==> config.mk <==
export PLATFORM = sky130hd
export DESIGN_NAME = lin_transceiver_mode_control
export DESIGN_NICKNAME = d
export VERILOG_FILES = /design/src/hw/lin_mode_pkg.sv /design/src/hw/lin_fifo.sv /design/src/hw/lin_transceiver_mode_control.sv
export SDC_FILE = /design/constraint.sdc
export NUM_CORES = 1
export LEC_CHECK = 0
export BUFFER_PORTS_ARGS = -buffer_cell sky130_fd_sc_hd__buf_2
export CORE_MARGIN = 1
export CORE_UTILIZATION = 30
export CTS_CLUSTER_SIZE = 25
export DETAILED_ROUTE_END_ITERATION = 12
export MAX_ROUTING_LAYER = met4
export PLACE_DENSITY_LB_ADDON = 0.3
export SKIP_CTS_REPAIR_TIMING = 1
export SLEW_MARGIN = 20
export SYNTH_ARGS = -nofsm -noshare
export SYNTH_HDL_FRONTEND = slang
export SYNTH_SLANG_ARGS = --single-unit
==> constraint.sdc <==
create_clock -name clk_sys -period 4.85 [get_ports clk_sys]
set_input_delay 0.7275 -clock clk_sys [delete_from_list [all_inputs] [get_ports clk_sys]]
set_output_delay 0.7275 -clock clk_sys [all_outputs]
set_load 0.01 [all_outputs]
==> src/hw/lin_mode_pkg.sv <==
// Notes on behaviour
// - at battery power-up enter fail-safe with regulator on before other modes.
// - battery supply below 5V inhibits any bus transmission.
// - regulator undervoltage pulls reset low after fall delay, held while it lasts.
// - after regulator recovers, reset stays low a further 4ms.
// - normal mode: transmit low drives bus dominant, high leaves recessive.
// - in fail-safe the transmit pin becomes an output reporting the entry cause.
// - transmit low beyond 27 ms forces the bus driver recessive.
// - after time-out, driver re-enabled only after transmit high beyond 10us.
// - sleep/silent choice uses the real transmit pin level, not the gated one.
// - receive data mirrors bus: high recessive, low dominant.
// - without battery supply the receive output is switched off.
// - enable high means normal mode with transmit and receive paths active.
// - enable falling with transmit high enters silent; regulator stays on.
// - enable falling with transmit low enters sleep; regulator off.
// - transceiver on only in normal; regulator on except in sleep. Receiver is also on in silent once the wake is armed.
// - undervoltage in normal or silent asserts reset and enters fail-safe.
// - silent disconnects termination, weak pull-up only; entry at any bus level.
// - in silent, bus below pre-wake threshold enables receiver and wake timer.
// - fall, dominant beyond filter, rise with transmit high gives wake to fail-safe.
// - after remote wake drive receive and transmit low to the host.
// - enable high moves from silent or after wake directly to normal.
// - fail-safe code: bus wake gives tx low rx low; battery low gives tx high rx low.
// - mode-change requests are ignored while the reset delay holds reset low.
package lin_mode_pkg;

    // timebase: clk_sys at 10 MHz
    localparam int CLK_HZ = 10_000_000;
    localparam int DOM_TIMEOUT_MS = 27;
    localparam int DOM_CYCLES = DOM_TIMEOUT_MS * (CLK_HZ / 1000) + 1; // strictly longer
    localparam int REARM_US = 10;
    localparam int REARM_CYCLES = REARM_US * (CLK_HZ / 1_000_000) + 1;
    localparam int RESET_MS = 4;
    localparam int RESET_CYCLES = RESET_MS * (CLK_HZ / 1000);
    localparam int RES_FALL_CYCLES = 10;  // reset fall delay, plain default
    localparam int BUS_FILTER_CYCLES = 300; // wake dominant filter, plain default
    localparam int FIFO_DEPTH = 4;

    typedef enum logic [1:0] {
        FAILSAFE,
        NORMAL,
        SILENT,
        SLEEP
    } mode_t;

    // cause reported while in fail-safe
    typedef enum logic [1:0] {
        SRC_POWERUP,
        SRC_BUSWAKE,
        SRC_BATTLOW
    } fsSource_t;

    // analog monitor flags, already comparator outputs
    typedef struct packed {
        logic batteryPresent;
        logic batteryOk;     // battery_supply above 5V
        logic vccUnder;      // regulator below threshold
        logic prewakeLow;    // bus below prewake_low_threshold
    } monitor_t;

    // pin-side drive outputs
    typedef struct packed {
        logic busDominant;
        logic termOn;
        logic regOn;
        logic rxdOut;
        logic rxdOe;
        logic txdOut;
        logic txdOe;
        logic resetN;
        logic rxOn;
    } pins_t;

endpackage

==> src/hw/lin_fifo.sv <==
`timescale 1ns/10ps
module lin_fifo #(
    parameter int WIDTH = 1,
    parameter int DEPTH = 4
) (
    // clock and reset
    input wire logic clk_sys,
    input wire logic rst,
    // write side
    input wire logic inValid,
    output logic inReady,
    input wire logic [WIDTH-1:0] inData,
    // read side
    output logic outValid,
    input wire logic outReady,
    output logic [WIDTH-1:0] outData
);
    localparam int AW = $clog2(DEPTH);

    // pointer wrap relies on a power-of-two depth
    if (DEPTH < 2 || (1 << AW) != DEPTH)
    begin
        $error("depth must be a power of two of at least two");
    end

    typedef struct packed {
        logic [AW:0] wr;
        logic [AW:0] rd;
    } fifoState_t;

    fifoState_t s_q, s_d;
    logic [WIDTH-1:0] mem [DEPTH];
    logic doWr, doRd;

    assign inReady = (s_q.wr - s_q.rd) != (AW+1)'(DEPTH);
    assign outValid = s_q.wr != s_q.rd;
    assign outData = mem[s_q.rd[AW-1:0]];
    assign doWr = inValid && inReady;
    assign doRd = outValid && outReady;

    // pointer advance
    always_comb
    begin
        s_d = s_q;
        if (doWr)
            s_d.wr = s_q.wr + 1'b1;
        if (doRd)
            s_d.rd = s_q.rd + 1'b1;
    end

    always_ff @(posedge clk_sys)
    begin
        if (rst)
            s_q <= '0;
        else
            s_q <= s_d;
        if (doWr)
            mem[s_q.wr[AW-1:0]] <= inData;
    end
endmodule

==> src/hw/lin_transceiver_mode_control.sv <==
`timescale 1ns/10ps
module lin_transceiver_mode_control #(
    parameter int DOM_LIMIT = lin_mode_pkg::DOM_CYCLES,
    parameter int RESET_LIMIT = lin_mode_pkg::RESET_CYCLES,
    parameter int REARM_LIMIT = lin_mode_pkg::REARM_CYCLES,
    parameter int FILTER_LIMIT = lin_mode_pkg::BUS_FILTER_CYCLES,
    parameter int FALL_LIMIT = lin_mode_pkg::RES_FALL_CYCLES
) (
    // clock and reset (rst models battery power-on)
    input wire logic clk_sys,
    input wire logic rst,
    // host pins
    input wire logic enable,
    input wire logic txdIn,
    // bus receiver level, high is recessive
    input wire logic busLevel,
    // analog monitors
    input wire lin_mode_pkg::monitor_t monitors,
    // pin drives
    output lin_mode_pkg::pins_t pins,
    output lin_mode_pkg::mode_t mode
);
    import lin_mode_pkg::*;

    localparam int CW = $clog2(DOM_LIMIT + 1);

    // every counter shares the width sized from the dominant limit
    if (DOM_LIMIT < 2 || RESET_LIMIT < 1 || REARM_LIMIT < 1 || FILTER_LIMIT < 1
        || FALL_LIMIT < 1 || RESET_LIMIT > DOM_LIMIT || FILTER_LIMIT > DOM_LIMIT
        || REARM_LIMIT > DOM_LIMIT || FALL_LIMIT > DOM_LIMIT)
    begin
        $error("timing limits out of range");
    end

    // synchroniser stages: first stage read only by second
    typedef struct packed {
        logic [6:0] s1;
        logic [6:0] s2;
    } sync_t;

    typedef struct packed {
        mode_t mode;
        fsSource_t src;
        logic enPrev;
        logic domOff;         // dominant time-out tripped
        logic [CW-1:0] domCnt;
        logic [CW-1:0] rearmCnt;
        logic [CW-1:0] resCnt;
        logic resHold;        // reset held low
        logic [CW-1:0] fallCnt;
        logic wakeArmed;      // saw fall below prewake
        logic [CW-1:0] wakeCnt;
        pins_t pins;
    } state_t;

    state_t s_q, s_d;
    sync_t y_q;
    logic enS, txS, busS, battOk, battPres, vccLow, preS;
    logic enFall, wantTx, bufOut, bufValid;

    // two flops on every pin and monitor input
    always_ff @(posedge clk_sys)
    begin
        if (rst)
            y_q <= '{s1: 7'h7E, s2: 7'h7E};
        else
        begin
            y_q.s1 <= {enable, txdIn, busLevel, monitors.batteryOk,
                       monitors.batteryPresent, monitors.vccUnder, monitors.prewakeLow};
            y_q.s2 <= y_q.s1;
        end
    end
    // prewake comparator is asynchronous too, so it rides the same two stages
    assign {enS, txS, busS, battOk, battPres, vccLow, preS} = y_q.s2;

    // bus drive request passes a small buffer so the driver path is registered
    lin_fifo #(.WIDTH(1), .DEPTH(FIFO_DEPTH)) txBuf (
        .clk_sys(clk_sys),
        .rst(rst),
        .inValid(1'b1),
        .inReady(),
        .inData(wantTx),
        .outValid(bufValid),
        .outReady(1'b1),
        .outData(bufOut)
    );

    assign enFall = s_q.enPrev && !enS;
    // transmit allowed only in normal with good battery and no time-out
    assign wantTx = (s_q.mode == NORMAL) && battOk && !s_q.domOff && !txS;

    always_comb
    begin
        s_d = s_q;
        s_d.enPrev = enS;

        // dominant time-out and re-arm
        if (!txS)
        begin
            s_d.rearmCnt = '0;
            if (s_q.domCnt >= CW'(DOM_LIMIT - 1))
                s_d.domOff = 1'b1;
            else
                s_d.domCnt = s_q.domCnt + 1'b1;
        end
        else
        begin
            s_d.domCnt = '0;
            if (s_q.rearmCnt >= CW'(REARM_LIMIT - 1))
                s_d.domOff = 1'b0;
            else
                s_d.rearmCnt = s_q.rearmCnt + 1'b1;
        end

        // reset output: fall delay then hold for the reset time after recovery
        if (vccLow)
        begin
            s_d.resCnt = '0;
            if (s_q.fallCnt >= CW'(FALL_LIMIT - 1))
                s_d.resHold = 1'b1;
            else
                s_d.fallCnt = s_q.fallCnt + 1'b1;
        end
        else
        begin
            s_d.fallCnt = '0;
            if (s_q.resHold)
            begin
                if (s_q.resCnt >= CW'(RESET_LIMIT - 1))
                    s_d.resHold = 1'b0;
                else
                    s_d.resCnt = s_q.resCnt + 1'b1;
            end
        end

        // mode machine
        unique case (s_q.mode)
            FAILSAFE:
            begin
                if (!battOk)
                    s_d.src = SRC_BATTLOW;
                if (enS && !s_q.resHold)
                begin
                    s_d.mode = NORMAL;
                end
            end
            NORMAL:
            begin
                if (s_q.resHold)
                begin
                    s_d.mode = FAILSAFE;
                    s_d.src = SRC_POWERUP;
                end
                else if (enFall)
                    s_d.mode = txS ? SILENT : SLEEP;
            end
            SILENT:
            begin
                if (s_q.resHold)
                begin
                    s_d.mode = FAILSAFE;
                    s_d.src = SRC_POWERUP;
                    s_d.wakeArmed = 1'b0;
                end
                else if (enS)
                begin
                    s_d.mode = NORMAL;
                    s_d.wakeArmed = 1'b0;
                end
                else if (s_q.wakeArmed)
                begin
                    if (!busS)
                    begin
                        if (s_q.wakeCnt < CW'(FILTER_LIMIT))
                            s_d.wakeCnt = s_q.wakeCnt + 1'b1;
                    end
                    else
                    begin
                        s_d.wakeArmed = 1'b0;
                        if (s_q.wakeCnt >= CW'(FILTER_LIMIT) && txS)
                        begin
                            s_d.mode = FAILSAFE;
                            s_d.src = SRC_BUSWAKE;
                        end
                    end
                end
                else if (preS && !busS)
                begin
                    s_d.wakeArmed = 1'b1;
                    s_d.wakeCnt = '0;
                end
            end
            SLEEP:
            begin
                // wake from sleep lies outside this block; enable still leaves it
                if (enS && !s_q.resHold)
                    s_d.mode = FAILSAFE;
            end
        endcase

        // battery loss forces fail-safe
        if (!battPres)
        begin
            s_d.mode = FAILSAFE;
            s_d.src = SRC_BATTLOW;
        end

        // pin drives from next mode
        s_d.pins.busDominant = bufValid && bufOut;
        s_d.pins.termOn = s_d.mode != SILENT && s_d.mode != SLEEP;
        s_d.pins.regOn = s_d.mode != SLEEP;
        s_d.pins.resetN = !s_d.resHold;
        s_d.pins.rxOn = s_d.mode == NORMAL || s_d.wakeArmed;
        s_d.pins.rxdOe = battPres;
        s_d.pins.txdOe = s_d.mode == FAILSAFE;
        s_d.pins.txdOut = 1'b1;
        unique case (s_d.mode)
            NORMAL:
                s_d.pins.rxdOut = busS;
            FAILSAFE:
            begin
                s_d.pins.rxdOut = 1'b0;
                s_d.pins.txdOut = s_d.src != SRC_BUSWAKE;
            end
            SILENT:
                s_d.pins.rxdOut = 1'b1;
            SLEEP:
                s_d.pins.rxdOut = 1'b0;
        endcase
    end

    // state register; power-on lands in fail-safe with reset held
    always_ff @(posedge clk_sys)
    begin
        if (rst)
        begin
            s_q <= '0;
            s_q.mode <= FAILSAFE;
            s_q.resHold <= 1'b1;
            s_q.pins <= '{busDominant: 1'b0, termOn: 1'b1, regOn: 1'b1, rxdOut: 1'b0,
                          rxdOe: 1'b1, txdOut: 1'b1, txdOe: 1'b1, resetN: 1'b0,
                          rxOn: 1'b0};
        end
        else
            s_q <= s_d;
    end

    assign pins = s_q.pins;
    assign mode = s_q.mode;
endmodule

==> Word level (Yosys, flattened, before mapping) <==
Memory sizes are Yosys's and may differ from the RTL's. A register that Yosys moved wholly into a read port is not among the register bits.
Cells that the tools add are included.
{ "classes": {"n_shift": 0, "addsub": 8, "reduce_logical": 29, "n_bitwise": 6, "mux": 41, "magnitude_cmp": 6, "n_eq_ne": 14, "mul": 0, "n_div": 0} }
{ "ops": {"columns": ["operator", "count"], "rows": [
  ["$mux W19", 7],
  ["$add A19 B1 Y19 const B", 5],
  ["$mux W20", 4],
  ["$mux W39", 1],
  ["$mux W2", 10],
  ["$mux W4", 5],
  ["$ge A19 B16 Y1 const B", 1],
  ["$ge A19 B19 Y1 const B", 1],
  ["$ge A19 B4 Y1 const B", 1],
  ["$ge A19 B7 Y1 const B", 1],
  ["$ge A19 B9 Y1 const B", 1],
  ["$lt A19 B9 Y1 const B", 1],
  ["$reduce_or A2 Y1", 6],
  ["$mux W1", 11],
  ["$logic_and A1 B1 Y1", 9],
  ["$eq A2 B2 Y1 const B", 4],
  ["$pmux W2 S4", 1],
  ["$add A3 B1 Y3 const B", 2],
  ["$logic_not A1 Y1", 6],
  ["$ne A2 B1 Y1 const B", 3],
  ["$ne A2 B2 Y1 const B", 3],
  ["$not A1 Y1", 6],
  ["$pmux W2 S3", 1],
  ["$reduce_and A6 Y1", 1],
  ["other kinds (9)", 13]
]} }
{ "word_totals": {"in_bits": 9, "ff_bits": 132, "latchBits": 0, "rom_bits": 0, "n_memories": 1, "output_inout_bits": 11, "elab_cells": 129, "ramBits": 4} }
{ "memory_table": {"columns": ["memory", "words", "width", "rd", "rd_ports_with_merged_regs", "wr", "line", "text"], "rows": [
  ["txBuf.mem", 4, 1, 1, 1, 1, "lin_fifo.sv:32", "logic [WIDTH-1:0] mem [DEPTH];"]
]} }

==> Logic depth before layout (Yosys ltp) <==
Gate-level depths: netlist of the first run.
{ "logic_depth": {"word_depth": 12, "mapped_depth": 7} }

==> Cells and area by module <==
A second synthesis of the first run with hierarchy kept.
{ "unflattened": {"cells_unflattened": 608, "hier_area_um2": 5795.6} }
{ "by_module_without_submodules": {"columns": ["module", "cells_each", "n_inst", "area_each_um2"], "rows": [
  ["lin_transceiver_mode_control", 552, 1, 5162.5],
  ["lin_fifo", 56, 1, 633.1]
]} }

==> Worst setup path before layout of the first run <==
OpenSTA, ideal clock, no wires.
{ "synth_timing": {"kind": "reg-to-reg", "startpoint": "reg s_q[100] (netlist bit)", "endpoint": "reg s_q[102] (netlist bit)", "period_less_slack_ns": 2.111, "stages_incl_launch_ff": 6, "setup_slack_ns": 2.739, "setup_time_ns": 0.070, "arrival_ns": 2.041, "cell_sequence": "dfxtp_1 > or4_4 > a2111oi_4 > o21ai_2 > or3_1 > a21oi_1"} }
{ "synth_between": {"elab_chain_len": 1, "elab_cells_between_ends": 2, "cone_classes": "1 x add/sub; 1 x order compare"} }
{ "synth_lines": {"columns": ["element", "line", "text"], "rows": [
  ["start: declaration", "lin_transceiver_mode_control.sv:56", "state_t s_q, s_d;"],
  ["$add A19 B1 Y19 or $ge A19 B19 Y1 (tied branches)", "lin_transceiver_mode_control.sv:104, lin_transceiver_mode_control.sv:101", null]
]} }
Parallel ways exist; a longest one is shown, timed or not.
A chain may end at the register's enable or synchronous reset.

==> Worst setup path after layout of the first run <==
{ "layout_timing": {"startpoint": "reg s_q[100] (netlist bit)", "endpoint": "reg s_q[100] (netlist bit)"} }
Same word-level chain as after synthesis.

==> metrics, run 1 <==
status=finished, final reports clean; final setup vio count=0; WHS=405 ps; largest net degree at the start of global routing=42; Yosys Warn Count=0; Switching Fraction=0.228; clock slew at reported path FFs=60 ps; RSZ-0062 raised after global routing=false; Peak VDD IR=0.264 mV; Overflow after GRT=0; final WL=10,700 um; synth top area cells=dfxtp_1 (47%), and2_1 (5.2%), nor2_1 (3.8%); share of layout cells above drive strength 1=0.126; hpwl dp=7490 um; ys async rst share=0; Die Y=139 um; Max-slew headroom=0.358; Power, Total=0.00272 W; clock buffer depth=2; Core ar.=18,200 um2; total iterations of the first detailed-routing run=4; Comb power frac=0.082; top cell type by total area after synthesis=dfxtp_1; clk_skew=11.0 ps; fraction of the cycle the final worst path needs=0.530; Main synth FF type=dfxtp_1; measured slew at the worst slew-check pin=957 ps; vias in the first global route=3,990; Syn Inst Count=592; post-synth top area share=0.473; endpoint class of the critical path=flop; achievable frequency=389 MHz; WP data required=5200 ps; P_sw=0.000620 W; root buffer cell=clkbuf_16; DIE AREA=19,400 um2; max-slew violations=0; Core Rows=49; global-route wire length before repair=18,400 um; crit path launch type=flop; CTS Buf Count=17; total number of vias=4,051; GR Util All Layers=0.122; Critical Path Fanout Max=14; Avg Inst Size Synth=9.57 um2; internal power=0.00210 W; most common cell after layout, fill and taps aside=dfxtp_1; maxcap violations=0; Tmin final=2570 ps; DR WL/cell=12.7 um; Final WS setup=2280 ps; register bit total from synthesis=138; Via density=4.81; final hold violations=0; antenna violations before repair=0; post-synthesis instance area=5670 um2; leakage dissipation=2.48 nW; nets@finish=626; sequential area share after synthesis=0.494; CTS tree=done; pre-CTS WS=2320 ps; area grow syn2layout=14.3%; Num Clock Sinks=138; io pins=20; kind of critical path=flop to flop; drc violations=0; Data arrival, critical path=2920 ps; Sum Neg Setup Slack=0 ps; most frequent cells in the layout=dfxtp_1 (134), nor2_1 (58), and2_1 (47); # diodes=0; worst hold path type=flop to flop; clock network fraction of design power=0.464; Flop pwr share=0.453; Synth Net Count=617; Clk Latency, worst-skew pair=430 ps; Initial Util=0.311; IO buf count=19; total power per unit cell area=419 nW/um2; H-tree Lvls=4; Synth cell types=66; Post-synth EDFFs=4; 1st-iter DRT viols=224; Die X=139 um; routability-driven placement congestion ratio=0.840; Fill cells=1,807; antenna viol nets, final=0
==> synth_stat cells, types with 4 or more instances <==
cell type and count:
dfxtp_1 134, nor2_1 58, and2_1 47, inv_1 27, nand2_1 22, a21oi_1 21, o21ai_0 21, xor2_1 18
xnor2_1 17, clkbuf_1 16, ha_1 16, nand3_1 15, nand4_1 15, or2_2 14, and3_1 13, nor2b_1 13
nor4_1 12, buf_4 11, nor3_1 8, mux2i_1 6, or3_1 6, a31o_2 5, and4_1 5, o211ai_1 5
a211oi_1 4, edfxtp_1 4, nand2b_1 4, o21a_1 4
==> layer usage <==
| layer | vias to the layer above | GRT usage | routed length [um] |
|---|---|---|---|
| met1 | 1902 | 0.146 | 5230 |
| met4 | 0 | 0.0649 | 205 |
| li1 | 2062 | - | - |
| met5 | - | - | 0 |
| met2 | 70 | 0.188 | 4950 |
| met3 | 17 | 0.0341 | 349 |
==> flip-flops by register name, summed over array words and instances, names as in the netlist, named ones only <==
signal,flops
battOk,1
battPres,1
busS,1
enS,1
mode,2
pins,9
preS,1
s_q,101
txBuf.mem,4
txBuf.s_q,6
txS,1
vccLow,1
y_q,7
==> per-stage QoR <==
step	instance area, um2	instances	utilization
after CTS	6480	842	0.356
after global routing	6480	842	0.356
final	6480	842	0.356
after floorplan	5670	592	-
after detailed placement	5900	811	0.324
after global placement	5900	811	0.324
==> cell type report <==
type | instances | area, um2 | area share
flip-flops and latches | 138 | 2800 | 0.433
clock buffers | 23 | 488 | 0.0753
well taps | 229 | 287 | 0.0442
clock inverters | 8 | 92.6 | 0.0143
multi-input cells | 398 | 2610 | 0.403
repair buffers | 19 | 95.1 | 0.0147
inverters | 27 | 101 | 0.0156
==> cell families (layout without fill, tap and decap cells) <==
logic type               Yosys count  in the layout  synth area share
multiplexers                       8              8            0.0166
XOR/XNOR                          35             35            0.0541
flip-flops                       138            138             0.494
buffers and inverters             56             77            0.0446
AND/OR/NAND/NOR                  245            245             0.237
AO/OA/AOI/OAI                     94             94             0.118
adder cells (fa/ha/maj)           16             16            0.0353
==> worst max-delay path, stage by stage, from the launching register on <==
cell	delay, ps
dfxtp_1	330
or4_4	570
o31ai_2	820
o21ai_2	210
or3_1	400
a21oi_1	160
==> worst paths after layout <==
path | slack (ps) | cells after the start | start | end
worst max-delay path | 2280 | 5 | s_q[100] | s_q[100]
worst max register to register | 2280 | 5 | s_q[100] | s_q[100]
worst min-delay path | 410 | 1 | y_q[13] | enS
worst min register to register | 410 | 1 | y_q[13] | enS
==> power groups by stage <==
stage                     registers, W  clock network, W  logic (W)
after floorplan                0.00124                 0   0.000185
after global routing           0.00124           0.00134   0.000258
after detailed placement       0.00126                 0   0.000226
after global placement         0.00125                 0   0.000214
after CTS                      0.00123           0.00129   0.000228
final                          0.00123           0.00126   0.000224
No activity file was read; power rests on OpenSTA's default activity.
==> inputs of run 2 (changes only) <==
clock period = 2.7 ns   (was 4.85 ns; I/O delays follow)
==> metrics, run 2 (synthesis results as in run 1) <==
status=finished, final reports clean; leakage dissipation=2.51 nW; maxcap violations=0; Largest register FFs=101; global-route wire length before repair=18,400 um; H-tree Lvls=4; share of layout cells above drive strength 1=0.136; Tmin final=2240 ps; pre-CTS WS=506 ps; antenna violations before repair=0; CTS tree=done; achievable frequency=446 MHz; crit path cell chain=or4b_2, nor3_1, a31o_2, mux2_2, nor2_1; clock buffer depth=2; most frequent cells in the layout=dfxtp_1 (134), nor2_1 (58), and2_1 (47); R2R depth=5; hpwl dp=7470 um; nets@finish=632; multi-input logic area=2610 um2; IO buf count=19; worst hold path type=primary input to flop; total number of vias=4,061; final WL=10,700 um; Die Y=139 um; Crit-path slowest cell=or4b_2; endpoint class of the critical path=flop; Fill cells=1,813; Core Rows=49; fraction of the cycle the final worst path needs=0.831; crit path launch type=flop; Power, Total=0.00505 W; Overflow after GRT=0; Critical Path Fanout Max=13; total power per unit cell area=769 nW/um2; antenna viol nets, final=0; total iterations of the first detailed-routing run=4; routability-driven placement congestion ratio=0.852; Data arrival, critical path=2600 ps; Initial Util=0.311; CP max stage delay=690 ps; DR WL/cell=12.6 um; 1st-iter DRT viols=195; kind of critical path=flop to flop; final setup vio count=0; Final Core Density=0.361; Final WS setup=457 ps; CTS Buf Count=17; Register Area=2800 um2; Die X=139 um; Via density=4.79; root buffer cell=clkbuf_16; measured slew at the worst slew-check pin=711 ps; Clk Latency, worst-skew pair=420 ps; GR Util All Layers=0.122; Max-slew headroom=0.520; clk_skew=5.58 ps; Reg2Reg Setup Slack=460 ps; # diodes=0; WP data required=3060 ps; max-slew violations=0; clock slew at reported path FFs=60 ps; vias in the first global route=3,986; final hold violations=0; most common cell after layout, fill and taps aside=dfxtp_1; Final Non-Filler Cells=848; Top reg by flops=s_q; io pins=20; DIE AREA=19,400 um2; Worst Hold Depth=2; largest registers=s_q (101), pins (9), y_q (7); Sum Neg Setup Slack=0 ps; placed cell count=817; RSZ-0062 raised after global routing=false; Core ar.=18,200 um2; area grow syn2layout=15.9%; Peak VDD IR=0.511 mV; drc violations=0; largest net degree at the start of global routing=25; Num Clock Sinks=138
-- run 2: changes by cell type in the layout (fill, tap and decap cells not counted), sizes merged --
cell / delta
buf: +6
clkinv: -3
bufinv: +2
clkbuf: -3
clkinvlp: +3
inv: +1
-- run 2: layout make-up --
class,count,area share
clock buffer,20,0.0695
inverter,27,0.0154
timing repair buffer,25,0.0213
tap,229,0.0436
sequential,138,0.427
clock inverter,11,0.0257
multi-input combinational,398,0.398
-- run 2: worst paths after layout --
check | to | start
hold / removal | y_q[12] | txdIn
setup reg to reg | s_q[10] | mode[1]
hold reg to reg | battOk | y_q[10]
setup / recovery | s_q[10] | mode[1]
-- run 2: power by group --
group	internal, W	total (W)	switching [W]
logic	0.000178	0.000395	0.000217
clock network	0.00159	0.00245	0.000862
registers	0.00215	0.00221	0.0000609
total	0.00391	0.00505	0.00114
-- run 2: per-layer routing --
metal	track usage	share of wire
met1	0.146	0.48
met2	0.188	0.46
met3	0.0348	0.043
met4	0.0632	0.024
met5	-	0
-- run 2: per-stage QoR --
step                      area (um2)  hold slack, ps
after floorplan                 5670             389
after global placement          5940             398
after detailed placement        5940             397
after CTS                       6570             152
after global routing            6570             164
final                           6570             168
-- run 2: critical path, delay by kind of cell (launching register included) --
family,cells,cell delay [ps]
simple gates,3,990
flops,1,510
mux,1,370
compound gates,1,300
